$ cat config.mk
export PLATFORM = sky130hd
export DESIGN_NAME = sdram_activate_read_access
export DESIGN_NICKNAME = d
export VERILOG_FILES = /design/src/pkg/sdram_cmd_pkg.sv /design/src/verilog/sdram_activate_read_access.sv
export SDC_FILE = /design/constraint.sdc
export NUM_CORES = 1
export LEC_CHECK = 0
export BUFFER_PORTS_ARGS = -buffer_cell sky130_fd_sc_hd__buf_4
export CAP_MARGIN = 20
export CELL_PAD_IN_SITES_DETAIL_PLACEMENT = 1
export CELL_PAD_IN_SITES_GLOBAL_PLACEMENT = 1
export CORE_MARGIN = 5
export CORE_UTILIZATION = 48
export DETAILED_ROUTE_END_ITERATION = 8
export PLACE_DENSITY_LB_ADDON = 0.15
export RECOVER_POWER = 50
export SYNTH_ARGS = -nofsm -noshare
export SYNTH_HDL_FRONTEND = slang
export SYNTH_SLANG_ARGS = --single-unit
export TNS_END_PERCENT = 50
$ cat constraint.sdc
create_clock -name core_clk -period 11.7 [get_ports core_clk]
set_input_delay 2.34 -clock core_clk [delete_from_list [all_inputs] [get_ports core_clk]]
set_output_delay 2.34 -clock core_clk [all_outputs]
set_load 0.02 [all_outputs]
$ cat src/pkg/sdram_cmd_pkg.sv
// Constants, command encodings and carriers for the SDRAM command decoder.
// Assumes the command bus is sampled in the core clock domain after synchronising.
package sdram_cmd_pkg;

    // Mode register addresses
    localparam logic [7:0] MA_BURST      = 8'h01;
    localparam logic [7:0] MA_LATENCY    = 8'h02;
    localparam logic [7:0] MA_BANK_MASK  = 8'h10;
    localparam logic [7:0] MA_SEG_MASK   = 8'h11;
    localparam logic [7:0] MA_PATTERN_A  = 8'h20;
    localparam logic [7:0] MA_PATTERN_B  = 8'h28;
    localparam logic [7:0] MA_RESET      = 8'h3F;
    localparam logic [7:0] MA_DNU_LOW    = 8'h7F;
    localparam logic [7:0] MA_DNU_MID    = 8'hBF;
    localparam logic [7:0] MA_DNU_HIGH   = 8'hFF;

    // Command codes on cmd bits 1..0 (ACT, COL) or 3..0 (MRW, MRR, PRE) at the rising edge
    localparam logic [1:0] CMD_ACT       = 2'h2;
    localparam logic [1:0] CMD_COL       = 2'h1;
    localparam logic [3:0] CMD_MRW       = 4'h0;
    localparam logic [3:0] CMD_MRR       = 4'h8;
    localparam logic [3:0] CMD_PRE       = 4'hB;

    // Values after reset, latency code limits, pattern beat count and widths
    localparam logic [3:0] LAT_CODE_RST  = 4'h1;
    localparam logic [3:0] LAT_CODE_MIN  = 4'h1;
    localparam logic [3:0] LAT_CODE_MAX  = 4'h6;
    localparam logic [2:0] BL_CODE_RST   = 3'h2;
    localparam logic [4:0] MRR_BEATS     = 5'h03;
    localparam logic [11:0] SYNC_RST     = 12'h400;
    localparam int          ROW_BITS     = 15;
    localparam int          SEG_BITS     = 3;

    typedef enum logic [1:0] {RD_IDLE, RD_PRE, RD_BURST} rd_state_e;

    typedef struct packed {
        logic [2:0]          bank;
        logic [ROW_BITS-1:0] row;
        logic [11:0]         col;
    } cmd_s;

    typedef struct packed {
        logic [9:0] ca_r;
        logic       cs_r;
        logic       ck_d;
        logic [7:0] bank_mask;
        logic [7:0] seg_mask;
        logic [7:0] bank_open;
        logic [3:0] lat_code;
        logic [2:0] bl_code;
        logic       rd_pend;
        logic       mrr_pend;
        logic       mrr_sel_b;
        logic [7:0] rd_pipe;
        logic [7:0] mrr_pipe;
        rd_state_e  state;
        logic [4:0] beats;
        logic       burst_mrr;
        logic       dqs;
        logic       oe;
        logic       act_v;
        logic       rd_v;
        logic       wr_v;
        logic       reset_p;
        cmd_s       act_cmd;
        cmd_s       col_cmd;
    } ctl_s;

    localparam ctl_s CTL_RST = '{lat_code: LAT_CODE_RST, bl_code: BL_CODE_RST,
                                 state: RD_IDLE, default: '0};

endpackage

$ cat src/verilog/sdram_activate_read_access.sv
// Command decoder, mode registers and read strobe/data serializer of an SDRAM die.
// Assumes the link clock, chip select and command bits arrive asynchronously and
// that an array model answers column reads in order through arr_valid/arr_data.
`timescale 1ns/100ps

// Behaviour
// - Bank mask bit n blocks bank n refresh
// - Eight segment mask bits, zero keeps refresh
// - Segment n means top three row bits n
// - Reads at 20h/28h return training patterns
// - Write to 3Fh resets; never read it
// - Activate decode: bank and row captured
// - Column decode: bit two selects read/write
// - Column from rising bits 5-6, falling 1-9
// - Read data after read latency edges
// - Strobe preamble low, data edge aligned
// - Seamless reads give gapless data
module sdram_activate_read_access #(
    parameter int          DQ_W      = 16,
    parameter int          BANKS     = 8,
    parameter int          ROW_W     = 15,
    parameter bit          SEG_EN    = 1'b1,
    parameter logic [15:0] PAT_A     = 16'h5555,  // Arbitrary training pattern
    parameter logic [15:0] PAT_B     = 16'h3C3C   // Arbitrary training pattern
) (
    input  wire logic                      core_clk,
    input  wire logic                      rst,
    input  wire logic                      ck_t,
    input  wire logic                      cs_n,
    input  wire logic [9:0]                ca,
    output logic [DQ_W-1:0]                dq_out,
    output logic                           dq_oe,
    output logic                           dqs_t,
    output logic                           dqs_c,
    output logic                           dqs_oe,
    output logic                           act_valid,
    output sdram_cmd_pkg::cmd_s            act_cmd,
    output logic                           rd_valid,
    output logic                           wr_valid,
    output sdram_cmd_pkg::cmd_s            col_cmd,
    input  wire logic                      arr_valid,
    input  wire logic [DQ_W-1:0]           arr_data,
    output logic                           arr_ready,
    input  wire logic [ROW_W-1:0]          refresh_row,
    output logic [7:0]                     bank_refresh_block,
    output logic                           row_refresh_block,
    output logic [7:0]                     bank_open,
    output logic                           dev_reset,
    output logic                           underrun
);
    import sdram_cmd_pkg::*;

    if (!(BANKS == 4 || BANKS == 8) || ROW_W > ROW_BITS || ROW_W < SEG_BITS
        || DQ_W > 16 || DQ_W < 8) begin : g_bad_param
        $error("sdram_activate_read_access: unsupported parameter values");
    end

    localparam logic [7:0] BANK_USED = (BANKS == 8) ? 8'hFF : 8'h0F;

    function automatic logic [4:0] last_beat(input logic [2:0] code);
        unique case (code)
            3'h3:    last_beat = 5'h07;
            3'h4:    last_beat = 5'h0F;
            default: last_beat = 5'h03;
        endcase
    endfunction

    // Two-flop synchroniser for {ck, cs_n, ca}
    logic [11:0] sync1_reg;
    logic [11:0] sync2_reg;
    always_ff @(posedge core_clk or posedge rst) begin
        if (rst) begin
            sync1_reg <= SYNC_RST;
            sync2_reg <= SYNC_RST;
        end else begin
            sync1_reg <= {ck_t, cs_n, ca};
            sync2_reg <= sync1_reg;
        end
    end

    ctl_s       st_reg;
    ctl_s       st_next;
    logic       rise;
    logic       fall;
    logic [9:0] ca_s;
    logic [7:0] ma;
    logic [7:0] op;
    logic       mrw_hit;
    logic       act_hit;
    logic       col_hit;
    logic       beat;
    logic       beat_mrr;

    assign ca_s = sync2_reg[9:0];
    assign rise = sync2_reg[11] & ~st_reg.ck_d;
    assign fall = ~sync2_reg[11] & st_reg.ck_d;
    assign ma   = {ca_s[1:0], st_reg.ca_r[9:4]};
    assign op   = ca_s[9:2];

    always_comb begin
        st_next         = st_reg;
        st_next.ck_d    = sync2_reg[11];
        st_next.act_v   = 1'b0;
        st_next.rd_v    = 1'b0;
        st_next.wr_v    = 1'b0;
        st_next.reset_p = 1'b0;
        mrw_hit         = 1'b0;
        act_hit         = 1'b0;
        col_hit         = 1'b0;
        beat            = 1'b0;
        beat_mrr        = st_reg.burst_mrr;
        if (rise) begin
            st_next.ca_r     = ca_s;
            st_next.cs_r     = sync2_reg[10];
            st_next.rd_pipe  = {st_reg.rd_pipe[6:0], st_reg.rd_pend};
            st_next.mrr_pipe = {st_reg.mrr_pipe[6:0], st_reg.mrr_pend};
            st_next.rd_pend  = 1'b0;
            st_next.mrr_pend = 1'b0;
            if (st_reg.rd_pipe[st_reg.lat_code[2:0]]) begin
                // Latency reached: a new burst also cuts a running one
                st_next.state     = RD_BURST;
                st_next.burst_mrr = st_reg.mrr_pipe[st_reg.lat_code[2:0]];
                st_next.beats     = st_next.burst_mrr ? MRR_BEATS
                                                      : last_beat(st_reg.bl_code);
                st_next.dqs       = 1'b1;
                st_next.oe        = 1'b1;
                beat              = 1'b1;
                beat_mrr          = st_next.burst_mrr;
            end else if (st_reg.state == RD_BURST && st_reg.beats != 5'h00) begin
                st_next.dqs   = 1'b1;
                st_next.beats = st_reg.beats - 5'h01;
                beat          = 1'b1;
            end else if (st_reg.rd_pipe[st_reg.lat_code[2:0] - 3'h1]) begin
                st_next.state = RD_PRE;
                st_next.oe    = 1'b1;
                st_next.dqs   = 1'b0;
            end else if (st_reg.state == RD_BURST) begin
                st_next.state = RD_IDLE;
                st_next.oe    = 1'b0;
            end
        end
        if (fall) begin
            if (st_reg.state == RD_BURST && st_reg.beats != 5'h00) begin
                st_next.dqs   = 1'b0;
                st_next.beats = st_reg.beats - 5'h01;
                beat          = 1'b1;
            end
            if (!st_reg.cs_r) begin
                if (st_reg.ca_r[1:0] == CMD_ACT) begin
                    act_hit                       = 1'b1;
                    st_next.act_v                 = 1'b1;
                    st_next.act_cmd.bank          = st_reg.ca_r[9:7];
                    st_next.act_cmd.row           = {st_reg.ca_r[6:2], ca_s};
                    st_next.act_cmd.col           = '0;
                    st_next.bank_open[st_reg.ca_r[9:7]] = 1'b1;
                end else if (st_reg.ca_r[1:0] == CMD_COL) begin
                    col_hit              = 1'b1;
                    st_next.col_cmd.bank = st_reg.ca_r[9:7];
                    st_next.col_cmd.row  = '0;
                    st_next.col_cmd.col  = {st_reg.ca_r[6:5], ca_s[9:1], 1'b0};
                    st_next.rd_v         = st_reg.ca_r[2];
                    st_next.wr_v         = ~st_reg.ca_r[2];
                    st_next.rd_pend      = st_reg.ca_r[2];
                end else if (st_reg.ca_r[3:0] == CMD_PRE) begin
                    if (st_reg.ca_r[4]) begin
                        st_next.bank_open = '0;
                    end else begin
                        st_next.bank_open[st_reg.ca_r[9:7]] = 1'b0;
                    end
                end else if (st_reg.ca_r[3:0] == CMD_MRR) begin
                    // Only the pattern addresses answer; others stay silent
                    if (ma == MA_PATTERN_A || ma == MA_PATTERN_B) begin
                        st_next.rd_pend   = 1'b1;
                        st_next.mrr_pend  = 1'b1;
                        st_next.mrr_sel_b = (ma == MA_PATTERN_B);
                    end
                end else if (st_reg.ca_r[3:0] == CMD_MRW) begin
                    mrw_hit = 1'b1;
                    unique case (ma)
                        MA_BANK_MASK: st_next.bank_mask = op & BANK_USED;
                        MA_SEG_MASK:  st_next.seg_mask  = op;
                        MA_BURST: begin
                            if (op[2:0] inside {3'h2, 3'h3, 3'h4}) begin
                                st_next.bl_code = op[2:0];
                            end
                        end
                        MA_LATENCY: begin
                            if (op[3:0] >= LAT_CODE_MIN && op[3:0] <= LAT_CODE_MAX) begin
                                st_next.lat_code = op[3:0];
                            end
                        end
                        MA_RESET: begin
                            st_next         = CTL_RST;
                            st_next.ck_d    = sync2_reg[11];
                            st_next.reset_p = 1'b1;
                        end
                        // Do-not-use and reserved addresses are ignored
                        default: st_next.reset_p = 1'b0;
                    endcase
                end
            end
        end
    end

    always_ff @(posedge core_clk or posedge rst) begin
        if (rst) begin
            st_reg <= CTL_RST;
        end else begin
            st_reg <= st_next;
        end
    end

    // Two-entry buffer between the array and the serializer
    logic [DQ_W-1:0] mem_reg [2];
    logic [DQ_W-1:0] mem_next [2];
    logic            wp_reg;
    logic            wp_next;
    logic            rp_reg;
    logic            rp_next;
    logic [1:0]      cnt_reg;
    logic [1:0]      cnt_next;
    logic [DQ_W-1:0] dq_reg;
    logic [DQ_W-1:0] dq_next;
    logic            und_reg;
    logic            und_next;
    logic            push;
    logic            pop;

    assign arr_ready = (cnt_reg != 2'h2);
    assign push      = arr_valid & arr_ready;
    assign pop       = beat & ~beat_mrr & (cnt_reg != 2'h0);

    always_comb begin
        mem_next = mem_reg;
        wp_next  = wp_reg;
        rp_next  = rp_reg;
        dq_next  = dq_reg;
        und_next = und_reg & ~st_next.reset_p;
        if (push) begin
            mem_next[wp_reg] = arr_data;
            wp_next          = ~wp_reg;
        end
        if (pop) begin
            rp_next = ~rp_reg;
        end
        cnt_next = cnt_reg + {1'b0, push} - {1'b0, pop};
        if (beat) begin
            if (beat_mrr) begin
                dq_next = st_next.mrr_sel_b ? PAT_B[DQ_W-1:0] : PAT_A[DQ_W-1:0];
            end else if (cnt_reg != 2'h0) begin
                dq_next = mem_reg[rp_reg];
            end else begin
                dq_next  = '0;
                und_next = 1'b1;
            end
        end
    end

    always_ff @(posedge core_clk or posedge rst) begin
        if (rst) begin
            mem_reg <= '{default: '0};
            wp_reg  <= 1'b0;
            rp_reg  <= 1'b0;
            cnt_reg <= 2'h0;
            dq_reg  <= '0;
            und_reg <= 1'b0;
        end else begin
            mem_reg <= mem_next;
            wp_reg  <= wp_next;
            rp_reg  <= rp_next;
            cnt_reg <= cnt_next;
            dq_reg  <= dq_next;
            und_reg <= und_next;
        end
    end

    assign dq_out             = dq_reg;
    assign dq_oe              = st_reg.state == RD_BURST;
    assign dqs_t              = st_reg.dqs;
    assign dqs_c              = ~st_reg.dqs;
    assign dqs_oe             = st_reg.oe;
    assign act_valid          = st_reg.act_v;
    assign act_cmd            = st_reg.act_cmd;
    assign rd_valid           = st_reg.rd_v;
    assign wr_valid           = st_reg.wr_v;
    assign col_cmd            = st_reg.col_cmd;
    assign bank_refresh_block = st_reg.bank_mask;
    assign row_refresh_block  = SEG_EN
                              & st_reg.seg_mask[refresh_row[ROW_W-1 -: SEG_BITS]];
    assign bank_open          = st_reg.bank_open;
    assign dev_reset          = st_reg.reset_p;
    assign underrun           = und_reg;
endmodule

==> impl_metrics.json <==
{
  "failed_checks": "capacitance limit, slew limit",
  "first_pass_iters": 4,
  "final_layout_size_suffix_gt1_share_pct": 25.4,
  "fillers": 1878,
  "power_frac_comb_pct": 30.3,
  "overflow": 0,
  "clk_pin_slew_ps": 70,
  "crit_arrival_ps": 7160,
  "clockBufferDepth": 2,
  "hold_class": "flip-flop to flip-flop",
  "dp.final_hpwl_um": 14700,
  "grt_start_max_net_pins": 112,
  "netlist_instances": 778,
  "port_buffers": 108,
  "cts_sinks": 184,
  "r2r-end": "st_reg[69]$_DFF_PP0_",
  "crit_type": "input pin to async pin",
  "rsz0062_at_grt": "no",
  "slew_headroom_pct": -149,
  "power_switching_mw": 0.755,
  "cts_max_level": 4,
  "period_minus_slack_ps": 6620,
  "antennaDiodeCount": 0,
  "die_x_um": 144,
  "gp_congestion": 0.837,
  "clkPwrFrac_pct": 27.0,
  "crit_path_max_fanout": 73,
  "die_area_um2": 20600,
  "synth-edff-count": 0,
  "grt_pass1_vias": 6543,
  "clock_skew_ps": 10.9,
  "grt_pass1_wl_um": 35000,
  "yosysSeqAreaShare_pct": 53.8,
  "r2r_start": "st_reg[126]$_DFF_PP0_",
  "vias": 6032,
  "fmax_ghz": 0.151,
  "r2r_setup_slack_ps": 7880,
  "core_um2": 17400,
  "vias_per_cell": 5.61,
  "wl_per_cell_um": 19.7,
  "grt_usage_pct": 21.5,
  "antenna_found_initial": 0,
  "synthArstFlopShare_pct": 100,
  "fp.dieH_um": 144,
  "yosysWarnings": 0,
  "rr_worst_depth": 9,
  "postCtsSetupBuffers": 0,
  "power_frac_seq_pct": 42.8,
  "cp.required_ps": 12240,
  "cts_root_buf": "clkbuf_16",
  "finalSetupViolations": 0,
  "ys.flop_type": "dfrtp_1",
  "largest_reg_flops": 47,
  "report.final.slew_viol_count": 146,
  "maxCapViolations": 3,
  "ant_nets": 0,
  "cts_repair_resize_count": 0,
  "worstSetupStartpoint": "rst",
  "start_util_pct": 49.2,
  "fin_setup_tns_ps": 0,
  "final_core_util_pct": 56.1,
  "power.share.switching_pct": 34.2,
  "startpoint_type": "input pin",
  "yosysUniqueCellTypes": 62,
  "power_density_nw_per_um2": 226,
  "drt_wl_total_um": 21200,
  "hold_ws_ps": 350,
  "internal-power_mw": 1.45,
  "total_leakage_power_nw": 4.58,
  "outcome": "finished with violations",
  "worstSetupEndpoint": "st_reg[96]$_DFFE_PP1P_",
  "vdd_drop_max_mv": 0.129,
  "synth_seq_cells": 184,
  "cts_inserted_buffers": 17,
  "syn_to_final_growth_pct": 14.1,
  "endpoint_kind": "async pin",
  "final_net_count": 891,
  "worst_pin_slew_ps": 3740,
  "syn_area_um2": 8560,
  "clk_latency_ps": 430,
  "drc": 0,
  "ioPinCount": 149,
  "cts_tree": "yes",
  "fp-row-count": 48,
  "finalHoldViolCount": 0,
  "drt_iter0_drc": 316,
  "avgSynthCellArea_um2": 11.0,
  "hold_buffers": 0,
  "period_share_pct": 56.6
}
==> power by group through the flow <==
stage                     clock network (mW)  logic (mW)  registers [mW]
final                                  0.596       0.668           0.945
after global routing                   0.635       0.731           0.966
after CTS                              0.607       0.679           0.946
after detailed placement                   0       0.672           0.954
after global placement                     0       0.646           0.943
after floorplan                            0       0.508           0.925
==> synthesized netlist by cell type, types with 2 or more instances <==
master | instances | share of area (%)
a21oi_1 | 34 | 2.0
a22o_1 | 29 | 3.0
a22o_2 | 2 | 0.23
a22oi_1 | 12 | 1.1
a2bb2oi_1 | 2 | 0.20
a311oi_1 | 2 | 0.20
a31oi_1 | 3 | 0.22
and2_1 | 5 | 0.37
and3_1 | 3 | 0.22
buf_4 | 76 | 6.7
clkbuf_1 | 31 | 1.4
dfrtp_1 | 180 | 53
dfstp_2 | 4 | 1.2
ha_1 | 8 | 1.2
inv_1 | 25 | 1.1
mux2_2 | 48 | 6.3
mux2i_1 | 27 | 3.2
mux4_2 | 6 | 1.6
nand2_1 | 99 | 4.3
nand2b_1 | 7 | 0.51
nand3_1 | 14 | 0.82
nand3b_1 | 2 | 0.18
nor2_1 | 42 | 1.8
nor2b_1 | 5 | 0.37
nor3_1 | 8 | 0.47
nor4_1 | 6 | 0.44
o21ai_0 | 31 | 1.8
o21ai_1 | 2 | 0.12
o221ai_1 | 10 | 1.0
o22a_1 | 4 | 0.41
o22ai_1 | 3 | 0.22
o31ai_1 | 7 | 0.61
o41ai_1 | 2 | 0.20
or2_2 | 2 | 0.15
or3_1 | 3 | 0.22
or3b_2 | 2 | 0.20
xnor2_1 | 4 | 0.41
xor2_1 | 4 | 0.41
==> final cells by class <==
| cell class | count | area, um^2 | share of cell area [%] |
|---|---|---|---|
| clock buffer | 19 | 453 | 4.64 |
| multi-input combinational | 486 | 3260 | 33.4 |
| inverter | 26 | 98.8 | 1.01 |
| tap | 225 | 282 | 2.88 |
| clock inverter | 13 | 156 | 1.60 |
| timing repair buffer | 122 | 906 | 9.28 |
| sequential | 184 | 4610 | 47.2 |
==> per-stage QoR <==
step                total power, mW  instance area [um^2]  worst slack, ps  cells
floorplan                      1.43                  8660             4370    805
global placement               1.59                  9140             6010   1039
detailed placement             1.63                  9140             5980   1039
CTS                            2.23                  9750             5980   1071
global route                   2.33                  9760             4030   1075
finish                         2.21                  9760             5080   1075
==> kinds of logic (layout without fill, tap and decap cells) <==
family | after synthesis | in the layout | synth area share, %
DFF | 184 | 184 | 53.8
other | 1 | 28 | 0.0438
and+or+nand+nor | 206 | 206 | 11.2
AOI/OAI and AO/OA | 155 | 155 | 12.7
muxes | 81 | 81 | 11.0
buffers and inverters | 135 | 180 | 9.27
xor gates and xnor gates | 8 | 8 | 0.818
adders and majority gates | 8 | 8 | 1.17
==> placed cells by master (no fill, tap or decap), types with 5 or more instances in the layout <==
cell,Yosys,final
mux2_2,48,48
buf_4,76,100
conb_1,1,28
clkbuf_16,0,17
a21oi_1,34,34
nand2b_1,7,7
nand3_1,14,14
dfrtp_1,180,180
o21ai_0,31,32
a22oi_1,12,12
clkbuf_1,31,8
a22o_1,29,29
nand2_1,99,99
ha_1,8,8
mux2i_1,27,27
nor4_1,6,6
nor2b_1,5,5
clkbuf_4,0,13
o221ai_1,10,10
inv_1,25,24
mux4_2,6,6
nor3_1,8,8
nor2_1,42,42
o31ai_1,7,7
==> per-layer routing <==
layer / wire length, um / global-route usage [%] / vias to the layer above
met1: 9440 / 29.9 / 3146
met3: 920 / 4.63 / 12
met4: 177 / 4.46 / 0
li1: - / - / 2750
met5: 0 / 0 / -
met2: 10700 / 35.0 / 124
==> worst max-delay path: stages <==
cell and delay, ps:
clkbuf_4 110, clkinvlp_2 940, clkbuf_1 2700, buf_4 650, buf_16 290
==> how the worst min path moves through the flow <==
stage	startpoint	end	slack [ps]	depth (start not counted)
6_report	sync1_reg[9]$_DFF_PP0_	sync2_reg[9]$_DFF_PP0_	350	0
5_1_grt	sync1_reg[7]$_DFF_PP0_	sync2_reg[7]$_DFF_PP0_	360	0
4_1_cts	sync1_reg[9]$_DFF_PP0_	sync2_reg[9]$_DFF_PP0_	350	0
3_5_place_dp	sync1_reg[0]$_DFF_PP0_	sync2_reg[0]$_DFF_PP0_	340	0
3_3_place_gp	sync1_reg[5]$_DFF_PP0_	sync2_reg[5]$_DFF_PP0_	330	0
2_1_floorplan	sync1_reg[0]$_DFF_PP0_	sync2_reg[0]$_DFF_PP0_	330	0
Note: power is estimated with default switching activity, not from simulation.
